$ cat src/pkg/slb_pkg.sv
// Purpose: Shared constants and types for the serial link bring-up block.
// Assumes: One 10 MHz core clock samples every link and pixel clock.
// Notes:   Counts are in cycles of the clock named beside each one.
package slb_pkg;
  // Reference clock edges to wait before driving a clock onward.
  localparam logic [3:0] REF_WAIT_EDGES = 4'h7;
  // Serializer: reference edges from clock output to lock start.
  localparam logic [3:0] LOCK_WAIT_EDGES = 4'h7;
  // Nominal length of each low, high and low start-up state.
  localparam logic [3:0] INIT_STATE_CYC = 4'hc;
  // Serial clock cycles per pixel, two bits per cycle.
  localparam int         SER_CLK_MULT = 5;
  localparam logic [3:0] BITS_PER_WORD = 4'ha;
  localparam int         WORD_W = 10;
  // Core cycles without a pixel edge before the pixel clock is lost.
  localparam logic [11:0] PIX_LOST_CYC = 12'h0ff;
  localparam int         SYNC_W = 20;

  typedef enum logic [3:0] {
    PH_OFF      = 4'b0001,
    PH_INIT_REF = 4'b0010,
    PH_INIT_SER = 4'b0100,
    PH_ACTIVE   = 4'b1000
  } slb_phase_t;

  typedef enum logic [5:0] {
    S_OFF   = 6'b000001,
    S_WAIT1 = 6'b000010,
    S_WAIT2 = 6'b000100,
    S_LOCK  = 6'b001000,
    S_INIT  = 6'b010000,
    S_RUN   = 6'b100000
  } slb_seq_t;

  typedef enum logic [3:0] {
    P_IDLE = 4'b0001,
    P_LOW1 = 4'b0010,
    P_HIGH = 4'b0100,
    P_LOW2 = 4'b1000
  } slb_pulse_t;
endpackage

$ cat src/pkg/slb_init_if.sv
// Purpose: Carries start-up pulse control between sequencer and generator.
// Assumes: All signals belong to the core clock domain.
// Notes:   Tick marks one cycle of whichever clock is being started.
`timescale 1ns/1ps
interface slb_init_if;
  logic start;
  logic tick;
  logic level;
  logic busy;
  logic done;
  modport gen (input start, input tick, output level, output busy,
               output done);
  modport ctl (output start, output tick, input level, input busy,
               input done);
endinterface

$ cat src/hw/slb_init_pulse.sv
// Purpose: Low, high, low start-up pulse, each state a fixed tick count.
// Assumes: Start is a one-cycle pulse; tick is one cycle per clock period.
// Notes:   Done is a one-cycle pulse in the cycle after the tick that ends the last state.
`timescale 1ns/1ps
module slb_init_pulse
  import slb_pkg::*;
(
  input  wire logic   clk_in,
  input  wire logic   arst_n_in,
  input  wire logic   ce_in,
  input  wire logic   abort_in,
  slb_init_if.gen     p
);
  slb_pulse_t st_q;
  logic [3:0] cnt_q;
  logic       done_q;

  assign p.level = (st_q == P_HIGH);
  assign p.busy  = (st_q != P_IDLE);
  assign p.done  = done_q;

  always_ff @(posedge clk_in or negedge arst_n_in)
  begin
    if (!arst_n_in)
    begin
      st_q   <= P_IDLE;
      cnt_q  <= 4'h0;
      done_q <= 1'b0;
    end
    else if (ce_in)
    begin
      done_q <= 1'b0;
      if (abort_in)
      begin
        st_q  <= P_IDLE;
        cnt_q <= 4'h0;
      end
      else if (st_q == P_IDLE)
      begin
        cnt_q <= 4'h0;
        if (p.start)
          st_q <= P_LOW1;
      end
      else if (p.tick)
      begin
        if (cnt_q == INIT_STATE_CYC - 4'h1)
        begin
          cnt_q <= 4'h0;
          unique case (st_q)
            P_LOW1: st_q <= P_HIGH;
            P_HIGH: st_q <= P_LOW2;
            P_LOW2:
            begin
              st_q   <= P_IDLE;
              done_q <= 1'b1;
            end
            default: st_q <= P_IDLE;
          endcase
        end
        else
          cnt_q <= cnt_q + 4'h1;
      end
    end
  end
endmodule

$ cat src/hw/slb_link_top.sv
// Purpose: Link state and bring-up sequencer for either end of the link.
// Assumes: All pins are asynchronous and pass two flip-flops first.
// Notes:   Link clocks must be well below a quarter of the core clock.
// What this block does
// - Forward link is serial clock plus data.
// - Data sampled on both serial clock edges.
// - Phase decoded as off, initialising or active.
// - Reference starts first, then serial clock, then data.
// - Sleep switches every link line off.
// - Deserializer starts far end via reverse clock.
// - Deserializer waits 7 reference cycles first.
// - Reverse line low, high, low, 12 each.
// - Serial clock low, high, low, 12 each.
// - Reference and serial clocks treated as unrelated.
// - Serializer forwards after 7, locks 7 later.
// - Power-down switches off the reverse line.
// - Align on first rising edge, LSB first.
// - Serial clock runs five times pixel rate.
`timescale 1ns/1ps
module slb_link_top
  import slb_pkg::*;
(
  input  wire logic                  clk_in,
  input  wire logic                  arst_n_in,
  input  wire logic                  ce_in,
  input  wire logic                  power_down_n_in,
  input  wire logic                  role_ser_in,
  input  wire logic                  ref_clock_pin_in,
  output logic                       ref_clock_pin_out,
  input  wire logic                  reverse_ref_clock_line_in,
  input  wire logic                  reverse_ref_clock_line_on_in,
  output logic                       reverse_ref_clock_line_out,
  output logic                       reverse_ref_clock_line_on_out,
  input  wire logic                  serial_clock_line_in,
  input  wire logic                  serial_clock_line_on_in,
  output logic                       serial_clock_line_out,
  output logic                       serial_clock_line_on_out,
  input  wire logic                  serial_data_line_in,
  input  wire logic                  serial_data_line_on_in,
  output logic                       serial_data_line_out,
  output logic                       serial_data_line_on_out,
  input  wire logic                  pixel_clock_in,
  input  wire logic [WORD_W-1:0]     pixel_word_in,
  output logic [WORD_W-1:0]          rx_word_out,
  output logic                       rx_valid_out,
  output slb_pkg::slb_phase_t        link_phase_out
);
  import slb_pkg::*;

  function automatic logic rise(input logic now, input logic was);
    rise = now & ~was;
  endfunction

  function automatic slb_phase_t phase_of(input logic ref_on,
                                          input logic clk_on,
                                          input logic dat_on);
    if (dat_on && clk_on)
      phase_of = PH_ACTIVE;
    else if (clk_on)
      phase_of = PH_INIT_SER;
    else if (ref_on)
      phase_of = PH_INIT_REF;
    else
      phase_of = PH_OFF;
  endfunction

  // Every pin crosses into the core clock here; stage one feeds stage two
  // only, and stage three serves edge detection.
  logic [SYNC_W-1:0] s1_q;
  logic [SYNC_W-1:0] s2_q;
  logic [SYNC_W-1:0] s3_q;

  always_ff @(posedge clk_in or negedge arst_n_in)
  begin
    if (!arst_n_in)
    begin
      s1_q <= '0;
      s2_q <= '0;
      s3_q <= '0;
    end
    else if (ce_in)
    begin
      s1_q <= {pixel_word_in, pixel_clock_in, serial_data_line_on_in,
               serial_data_line_in, serial_clock_line_on_in,
               serial_clock_line_in, reverse_ref_clock_line_on_in,
               reverse_ref_clock_line_in, ref_clock_pin_in, role_ser_in,
               power_down_n_in};
      s2_q <= s1_q;
      s3_q <= s2_q;
    end
  end

  logic              pd_n;
  logic              role_s;
  logic              ref_pin;
  logic              wc_in;
  logic              wc_on_in;
  logic              mc_in;
  logic              mc_on_in;
  logic              md_in;
  logic              md_on_in;
  logic [WORD_W-1:0] pix_word;
  logic              ref_rise;
  logic              wc_rise;
  logic              mc_edge;
  logic              mc_rise;
  logic              pix_rise;

  assign pd_n     = s2_q[0];
  assign role_s   = s2_q[1];
  assign ref_pin  = s2_q[2];
  assign wc_in    = s2_q[3];
  assign wc_on_in = s2_q[4];
  assign mc_in    = s2_q[5];
  assign mc_on_in = s2_q[6];
  assign md_in    = s2_q[7];
  assign md_on_in = s2_q[8];
  assign pix_word = s2_q[SYNC_W-1:SYNC_W-WORD_W];
  assign ref_rise = rise(s2_q[2], s3_q[2]);
  assign wc_rise  = rise(s2_q[3], s3_q[3]);
  assign mc_edge  = s2_q[5] ^ s3_q[5];
  assign mc_rise  = rise(s2_q[5], s3_q[5]);
  assign pix_rise = rise(s2_q[9], s3_q[9]);

  // The role strap is caught once, only after it has crossed both sync
  // stages; earlier the stages still hold their reset zero.
  logic       role_q;
  logic       role_taken_q;
  logic [1:0] role_wait_q;

  always_ff @(posedge clk_in or negedge arst_n_in)
  begin
    if (!arst_n_in)
    begin
      role_q       <= 1'b0;
      role_taken_q <= 1'b0;
      role_wait_q  <= 2'h0;
    end
    else if (ce_in && !role_taken_q)
    begin
      if (role_wait_q == 2'h2)
      begin
        role_q       <= role_s;
        role_taken_q <= 1'b1;
      end
      else
        role_wait_q <= role_wait_q + 2'h1;
    end
  end

  slb_init_if ip ();
  slb_seq_t   st_q;
  logic [3:0] edge_cnt_q;
  logic       ref_tick;
  logic       gen_q;
  logic       gen_fall;

  // Each start-up pulse counts cycles of its own clock only.
  assign ref_tick = role_q ? wc_rise : ref_rise;
  assign ip.tick  = role_q ? gen_fall : ref_rise;
  assign ip.start = (st_q == S_WAIT1) && !role_q && ref_tick &&
                    (edge_cnt_q == REF_WAIT_EDGES - 4'h1) ||
                    (st_q == S_LOCK) && pix_rise && (edge_cnt_q != 4'h0);

  slb_init_pulse u_pulse (
    .clk_in    (clk_in),
    .arst_n_in (arst_n_in),
    .ce_in     (ce_in),
    .abort_in  (!pd_n),
    .p         (ip)
  );

  // Pixel clock presence watch.
  logic [11:0] pix_idle_q;
  logic        pix_ok;

  assign pix_ok = (pix_idle_q < PIX_LOST_CYC);

  always_ff @(posedge clk_in or negedge arst_n_in)
  begin
    if (!arst_n_in)
      pix_idle_q <= PIX_LOST_CYC;
    else if (ce_in)
    begin
      if (pix_rise)
        pix_idle_q <= 12'h000;
      else if (pix_ok)
        pix_idle_q <= pix_idle_q + 12'h001;
    end
  end

  // Bring-up sequencer.
  always_ff @(posedge clk_in or negedge arst_n_in)
  begin
    if (!arst_n_in)
    begin
      st_q       <= S_OFF;
      edge_cnt_q <= 4'h0;
    end
    else if (ce_in)
    begin
      if (!pd_n || (role_q && !wc_on_in && st_q != S_OFF))
      begin
        st_q       <= S_OFF;
        edge_cnt_q <= 4'h0;
      end
      else
        unique case (st_q)
          S_OFF:
            if (!role_q || wc_on_in)
              st_q <= S_WAIT1;
          S_WAIT1:
            if (ref_tick)
            begin
              if (edge_cnt_q == REF_WAIT_EDGES - 4'h1)
              begin
                edge_cnt_q <= 4'h0;
                st_q       <= role_q ? S_WAIT2 : S_INIT;
              end
              else
                edge_cnt_q <= edge_cnt_q + 4'h1;
            end
          S_WAIT2:
            if (ref_tick && edge_cnt_q != LOCK_WAIT_EDGES)
              edge_cnt_q <= edge_cnt_q + 4'h1;
            else if (edge_cnt_q == LOCK_WAIT_EDGES && pix_ok)
            begin
              edge_cnt_q <= 4'h0;
              st_q       <= S_LOCK;
            end
          S_LOCK:
            if (pix_rise)
            begin
              edge_cnt_q <= 4'h1;
              if (edge_cnt_q != 4'h0)
                st_q <= S_INIT;
            end
          S_INIT:
            if (ip.done)
              st_q <= S_RUN;
          S_RUN:
            st_q <= S_RUN;
        endcase
    end
  end

  // Serial clock generator: the pixel period is measured and split into
  // ten half periods, so five serial cycles carry one ten-bit word.
  logic [11:0] per_cnt_q;
  logic [11:0] half_q;
  logic [11:0] hcnt_q;
  logic        gen_tog;
  logic        gen_run;

  assign gen_run  = (st_q == S_INIT) || (st_q == S_RUN);
  assign gen_tog  = gen_run && (hcnt_q >= half_q - 12'h001);
  assign gen_fall = gen_tog && gen_q;

  always_ff @(posedge clk_in or negedge arst_n_in)
  begin
    if (!arst_n_in)
    begin
      per_cnt_q <= 12'h000;
      half_q    <= 12'h001;
      hcnt_q    <= 12'h000;
      gen_q     <= 1'b0;
    end
    else if (ce_in)
    begin
      if (st_q == S_LOCK)
      begin
        per_cnt_q <= pix_rise ? 12'h000 : per_cnt_q + 12'h001;
        if (pix_rise && edge_cnt_q != 4'h0)
          half_q <= 12'((per_cnt_q + 12'h001) / (2 * SER_CLK_MULT));
      end
      if (!gen_run)
      begin
        hcnt_q <= 12'h000;
        gen_q  <= 1'b0;
      end
      else if (gen_tog)
      begin
        hcnt_q <= 12'h000;
        gen_q  <= ~gen_q;
      end
      else
        hcnt_q <= hcnt_q + 12'h001;
    end
  end

  // Transmit shifter: each bit is set up mid-way through the half period
  // before its edge, so it is stable around that edge.
  logic [3:0]        tx_idx_q;
  logic [WORD_W-1:0] tx_word_q;
  logic [WORD_W-1:0] tx_hold_q;
  logic              md_q;

  always_ff @(posedge clk_in or negedge arst_n_in)
  begin
    if (!arst_n_in)
    begin
      tx_idx_q  <= 4'h0;
      tx_word_q <= '0;
      tx_hold_q <= '0;
      md_q      <= 1'b0;
    end
    else if (ce_in)
    begin
      if (pix_rise)
        tx_hold_q <= pix_word;
      if (st_q != S_RUN)
      begin
        tx_idx_q <= 4'h0;
        md_q     <= 1'b0;
      end
      else
      begin
        if (hcnt_q == (half_q >> 1))
        begin
          if (tx_idx_q == 4'h0)
          begin
            tx_word_q <= tx_hold_q;
            md_q      <= tx_hold_q[0];
          end
          else
            md_q <= tx_word_q[tx_idx_q];
        end
        if (gen_tog)
          tx_idx_q <= (tx_idx_q == BITS_PER_WORD - 4'h1) ?
                      4'h0 : tx_idx_q + 4'h1;
      end
    end
  end

  // Receiver: one bit per clock edge, word framed from the first rising
  // edge once the data line carries current.
  logic [WORD_W-1:0] rx_sh_q;
  logic [3:0]        rx_cnt_q;

  always_ff @(posedge clk_in or negedge arst_n_in)
  begin
    if (!arst_n_in)
    begin
      rx_sh_q      <= '0;
      rx_cnt_q     <= 4'h0;
      rx_word_out  <= '0;
      rx_valid_out <= 1'b0;
    end
    else if (ce_in)
    begin
      rx_valid_out <= 1'b0;
      if (!pd_n || role_q || !md_on_in || !mc_on_in)
        rx_cnt_q <= 4'h0;
      else if (mc_edge && (rx_cnt_q != 4'h0 || mc_rise))
      begin
        rx_sh_q <= {md_in, rx_sh_q[WORD_W-1:1]};
        if (rx_cnt_q == BITS_PER_WORD - 4'h1)
        begin
          rx_cnt_q     <= 4'h0;
          rx_word_out  <= {md_in, rx_sh_q[WORD_W-1:1]};
          rx_valid_out <= 1'b1;
        end
        else
          rx_cnt_q <= rx_cnt_q + 4'h1;
      end
    end
  end

  // Line drivers, all registered.
  logic ser_fwd;

  assign ser_fwd = role_q && (st_q != S_OFF) && (st_q != S_WAIT1);

  always_ff @(posedge clk_in or negedge arst_n_in)
  begin
    if (!arst_n_in)
    begin
      ref_clock_pin_out             <= 1'b0;
      reverse_ref_clock_line_out    <= 1'b0;
      reverse_ref_clock_line_on_out <= 1'b0;
      serial_clock_line_out         <= 1'b0;
      serial_clock_line_on_out      <= 1'b0;
      serial_data_line_out          <= 1'b0;
      serial_data_line_on_out       <= 1'b0;
      link_phase_out                <= PH_OFF;
    end
    else if (ce_in)
    begin
      ref_clock_pin_out <= ser_fwd && wc_in;
      reverse_ref_clock_line_on_out <= !role_q && gen_or_run(st_q);
      reverse_ref_clock_line_out <= role_q ? 1'b0 :
        (st_q == S_INIT) ? ip.level :
        (st_q == S_RUN) && ref_pin;
      serial_clock_line_on_out <= role_q && gen_or_run(st_q);
      serial_clock_line_out <= role_q &&
        ((st_q == S_INIT) ? ip.level : (st_q == S_RUN) && gen_q);
      serial_data_line_on_out <= role_q && (st_q == S_RUN);
      serial_data_line_out    <= role_q && md_q;
      link_phase_out <= role_q ?
        phase_of(wc_on_in, gen_or_run(st_q), st_q == S_RUN) :
        phase_of(gen_or_run(st_q), mc_on_in, md_on_in);
    end
  end

  function automatic logic gen_or_run(input slb_seq_t s);
    gen_or_run = (s == S_INIT) || (s == S_RUN);
  endfunction
endmodule

$ cat config.mk
export PLATFORM = sky130hd
export DESIGN_NAME = slb_link_top
export DESIGN_NICKNAME = d
export VERILOG_FILES = /design/src/pkg/slb_pkg.sv /design/src/pkg/slb_init_if.sv /design/src/hw/slb_init_pulse.sv /design/src/hw/slb_link_top.sv
export SDC_FILE = /design/constraint.sdc
export NUM_CORES = 1
export LEC_CHECK = 0
export BUFFER_PORTS_ARGS = -buffer_cell sky130_fd_sc_hd__buf_2
export CAP_MARGIN = 20
export CORE_MARGIN = 10
export CORE_UTILIZATION = 30
export CTS_BUF_LIST = sky130_fd_sc_hd__clkbuf_4
export CTS_CLUSTER_SIZE = 25
export DETAILED_ROUTE_END_ITERATION = 10
export PLACE_DENSITY = 0.52
export SLEW_MARGIN = 25
export SYNTH_ARGS = -nofsm -noshare
export SYNTH_HDL_FRONTEND = slang
export SYNTH_SLANG_ARGS = --single-unit
$ cat constraint.sdc
create_clock -name clk_in -period 8.49 [get_ports clk_in]
set_input_delay 1.698 -clock clk_in [delete_from_list [all_inputs] [get_ports clk_in]]
set_output_delay 1.698 -clock clk_in [all_outputs]
set_load 0.05 [all_outputs]
==> impl_metrics.env <==
export IMPL_dr_pass1_iters=5
export IMPL_max_slew_worst_pin_slew_ps=1017
export IMPL_path_depth=20
export IMPL_fmax_mhz=163.5
export IMPL_worstPathCellList="ha_1 > nand3_4 > nor4_2 > xnor2_1 > nand2_1 > ha_1 > o21ai_0 > and3_1 > o21ai_0 > a2111o_1 > and3_1 > a211oi_1 > o21ai_2 > and3_1 > o211ai_4 > o221ai_1 > nor4_1 > nor2_1 > o41a_1 > a31oi_1"
export IMPL_crit_buf_inv=0
export IMPL_status="completed"
export IMPL_fin_crit_sh=0.7203
export IMPL_vias=7344
export IMPL_end_kind="flop"
export IMPL_fp_dieW_um=200.1
export IMPL_ant_nets=0
export IMPL_antenna_found_initial=1
export IMPL_drv_slew=0
export IMPL_nFillCells=3295
export IMPL_final_seq_area_um2=4369
export IMPL_root_buffer="clkbuf_4"
export IMPL_multiInputGateArea_um2=5055
export IMPL_timing_rr_end="half_q[0]$_DFFE_PN1P_"
export IMPL_post_cts_buffers=0
export IMPL_yosysWarningCount=0
export IMPL_dp_slack_ps=2422
export IMPL_postSynth_asyncResetShare=1.000
export IMPL_cp_required_ps=9020
export IMPL_io_pins=45
export IMPL_drcViolationCount=0
export IMPL_track_usage=0.1118
export IMPL_whs_ps=480.3
export IMPL_worst_path_max_fanout=17
export IMPL_cap_viol_max_count=0
export IMPL_cp_common_cell="and3_1"
export IMPL_finalPower_uw=2163
export IMPL_synth_edf_count=0
export IMPL_ir_drop_uv=101.0
export IMPL_clk_latency_ps=590
export IMPL_netSwitchingPower_uw=807.6
export IMPL_slew_headroom=0.3171
export IMPL_routed_wl_um=22380
export IMPL_grt_pass1_wl_um=37580
export IMPL_timing_rr_start="per_cnt_q[0]$_DFFE_PN0P_"
export IMPL_power_share_clock=0.233
export IMPL_power_internal_uw=1356
export IMPL_cts_tree="built"
export IMPL_cp_endpoint="half_q[0]$_DFFE_PN1P_"
export IMPL_grt_setup_unrepaired="false"
export IMPL_numPortBuffers=44
export IMPL_synth_nets=1050
export IMPL_ys_seq_elements=174
export IMPL_fin_cells=1474
export IMPL_synthToLayoutAreaGrowth_pct=9.898
export IMPL_rows=65
export IMPL_reg2reg_slack_ps=2380
export IMPL_first_iter_violations=443
export IMPL_finalSetupViolCount=0
export IMPL_power_frac_seq=0.497
export IMPL_start_util=0.3061
export IMPL_gp_congestion=0.8241
export IMPL_cts_made_buffers=17
export IMPL_grt_pass1_vias=7206
export IMPL_finalHoldViolCount=0
export IMPL_ctsResizeCount=0
export IMPL_fin_crit_ps=6115
export IMPL_finalClockSkew_ps=27.59
export IMPL_dp_cells=1439
export IMPL_chipHeight_um=200.1
export IMPL_final_setup_worst_slack_ps=2375
export IMPL_cp_slowest_cell="dfrtp_1"
export IMPL_overflow=0
export IMPL_clkTransAtPathRegs_ps=170
export IMPL_cp_data_arrival_time_ps=6650
export IMPL_hp_class="flop to flop"
export IMPL_grt_max_degree=105
export IMPL_syn_area_um2=9734
export IMPL_yosys_most_used_dff="dfrtp_1"
export IMPL_yosysUniqueCellTypes=79
export IMPL_cts_buffer_depth=2
export IMPL_critical_path_class="flop to flop"
export IMPL_r2r_cells=20
export IMPL_avgSynthCellArea_um2=9.764
export IMPL_crit_path_start_kind="flop"
export IMPL_syn_instance_count=997
export IMPL_cts_hold_buf=0
export IMPL_power_frac_comb=0.269
export IMPL_fin_nets=1077
export IMPL_drive_above_1_share=0.1909
export IMPL_dp_hpwl_um=15850
export IMPL_clock_sinks=174
export IMPL_max_stage_delay_ps=510
export IMPL_power_leakage_uw=0.004784
export IMPL_yosysSeqAreaShare=0.4488
export IMPL_viasPerCell=4.982
export IMPL_tns_ps=0
export IMPL_powerDensity_nw_per_um2=202.2
export IMPL_core_um2=31800
export IMPL_post_drt_wl_per_cell_um=15.18
export IMPL_crit_start="per_cnt_q[0]$_DFFE_PN0P_"
export IMPL_switching_share=0.3733
export IMPL_die_area_um2=40050
export IMPL_cts_htree_levels=4
export IMPL_cp_top_family="compound AO/OA/AOI/OAI gates"
## layout make-up
class,instances,area share
Tap cell,435,0.05088
Sequential cell,174,0.4084
Antenna cell,2,0.0004678
Timing Repair Buffer,50,0.02702
Clock buffer,17,0.01193
Clock inverter,15,0.01649
Multi-Input combinational cell,746,0.4725
Inverter,35,0.01228
## synth_stat cells (all sizes together), types with 15 or more instances
cell    count  area [µm²]
a21o       17       127.6
a21oi      28       151.4
and3       15       93.84
clkbuf     32       121.4
dfrtp     162        4054
ha         30       375.4
inv        35       131.4
mux2       78       878.3
nand2     131       491.7
nand2b     15       93.84
nand3      33       177.7
nand4      15       115.1
nor2       82       315.3
nor3       17       111.4
o21ai      83       419.2
o31ai      18       140.1
xnor2      32       280.3
## worst reg2reg max path: stages (launching register included)
cell      delay (ps)
dfrtp_1          510
ha_1             340
nand3_4          170
nor4_2           360
xnor2_1          300
nand2_1          120
ha_1             290
o21ai_0          440
and3_1           340
o21ai_0          100
a2111o_1         480
and3_1           210
a211oi_1         350
o21ai_2          120
and3_1           280
o211ai_4         490
o221ai_1         200
nor4_1           290
nor2_1            90
o41a_1           430
a31oi_1          170
## cells in the final DEF (no fill, tap or decap), drive strengths merged, types with 4 or more instances in the layout
cell / synthesis / final
and2: 8 / 8
nor3: 17 / 17
and3: 15 / 15
clkbuf: 32 / 18
a22o: 5 / 5
nand3: 33 / 33
mux2: 78 / 78
or3: 8 / 8
o21a: 4 / 4
dfrtp: 162 / 162
o2bb2ai: 4 / 4
buf: 10 / 49
clkinv: 0 / 6
o21ai: 83 / 83
nand4: 15 / 15
o31ai: 18 / 18
xor2: 13 / 13
xnor2: 32 / 32
and4: 4 / 4
nand3b: 4 / 4
a31oi: 11 / 11
nand2b: 15 / 15
nor4: 9 / 9
o211ai: 7 / 7
o22ai: 4 / 4
a211oi: 5 / 5
nor2b: 9 / 9
mux2i: 8 / 8
dfstp: 12 / 12
inv: 35 / 41
ha: 30 / 30
a221oi: 4 / 4
a21o: 17 / 17
nand2: 131 / 131
nor3b: 4 / 4
a21oi: 28 / 28
nor2: 82 / 82
## through the flow
| step | instance area (µm²) | util |
|---|---|---|
| 4_1_cts | 10670 | 0.3354 |
| 2_1_floorplan | 9734 | - |
| 3_3_place_gp | 10360 | 0.3258 |
| 3_5_place_dp | 10360 | 0.3258 |
| 6_report | 10700 | 0.3364 |
| 5_1_grt | 10700 | 0.3364 |
## per-layer routing
| layer | part of all wire | track usage |
|---|---|---|
| met1 | 0.50 | 0.1525 |
| met2 | 0.45 | 0.1738 |
| met3 | 0.040 | 0.02531 |
| met4 | 0.010 | 0.03025 |
| met5 | 0 | 0 |
## worst min-delay path by stage
stage | from | to | slack [ps] | cells past startpoint
final | s2_q[18]$_DFFE_PN0P_ | tx_hold_q[8]$_DFFE_PN0P_ | 480 | 2
after global routing | role_taken_q$_DFFE_PN0P_ | role_taken_q$_DFFE_PN0P_ | 500 | 1
after detailed placement | role_taken_q$_DFFE_PN0P_ | role_taken_q$_DFFE_PN0P_ | 460 | 1
after global placement | role_taken_q$_DFFE_PN0P_ | role_taken_q$_DFFE_PN0P_ | 450 | 1
after CTS | s2_q[18]$_DFFE_PN0P_ | tx_hold_q[8]$_DFFE_PN0P_ | 480 | 2
after floorplan | role_taken_q$_DFFE_PN0P_ | role_taken_q$_DFFE_PN0P_ | 430 | 1
## power groups by stage
stage,Sequential [µW],Combinational (µW),Clock (µW)
finish,1080,583,505
global route,1100,664,559
CTS,1080,591,528
detailed placement,1090,589,0
global placement,1090,582,0
floorplan,1060,454,0
## sequential cells by signal, indices dropped and copies added (netlist names), 2 cells and up
signal          cells
tx_hold_q          10
st_q                6
tx_idx_q            4
u_pulse.cnt_q       4
role_wait_q         2
rx_word_out        10
edge_cnt_q          4
pix_idle_q         12
rx_cnt_q            4
rx_sh_q             9
s3_q                4
per_cnt_q          12
u_pulse.st_q        4
hcnt_q             12
link_phase_out      4
s2_q               20
half_q             10
tx_word_q          10
s1_q               20
## cell families (layout without fill, tap and decap cells)
logic type / Yosys count / in the layout / synth area share
xor+xnor: 45 / 45 / 0.04049
mux: 88 / 88 / 0.1031
other cells: 0 / 2 / 0
fa+ha+maj: 31 / 31 / 0.03972
simple gates: 365 / 365 / 0.1862
compound gates: 217 / 217 / 0.1492
flops: 174 / 174 / 0.4488
buf+inv: 77 / 117 / 0.03239
(Power assumes the default switching activity.)
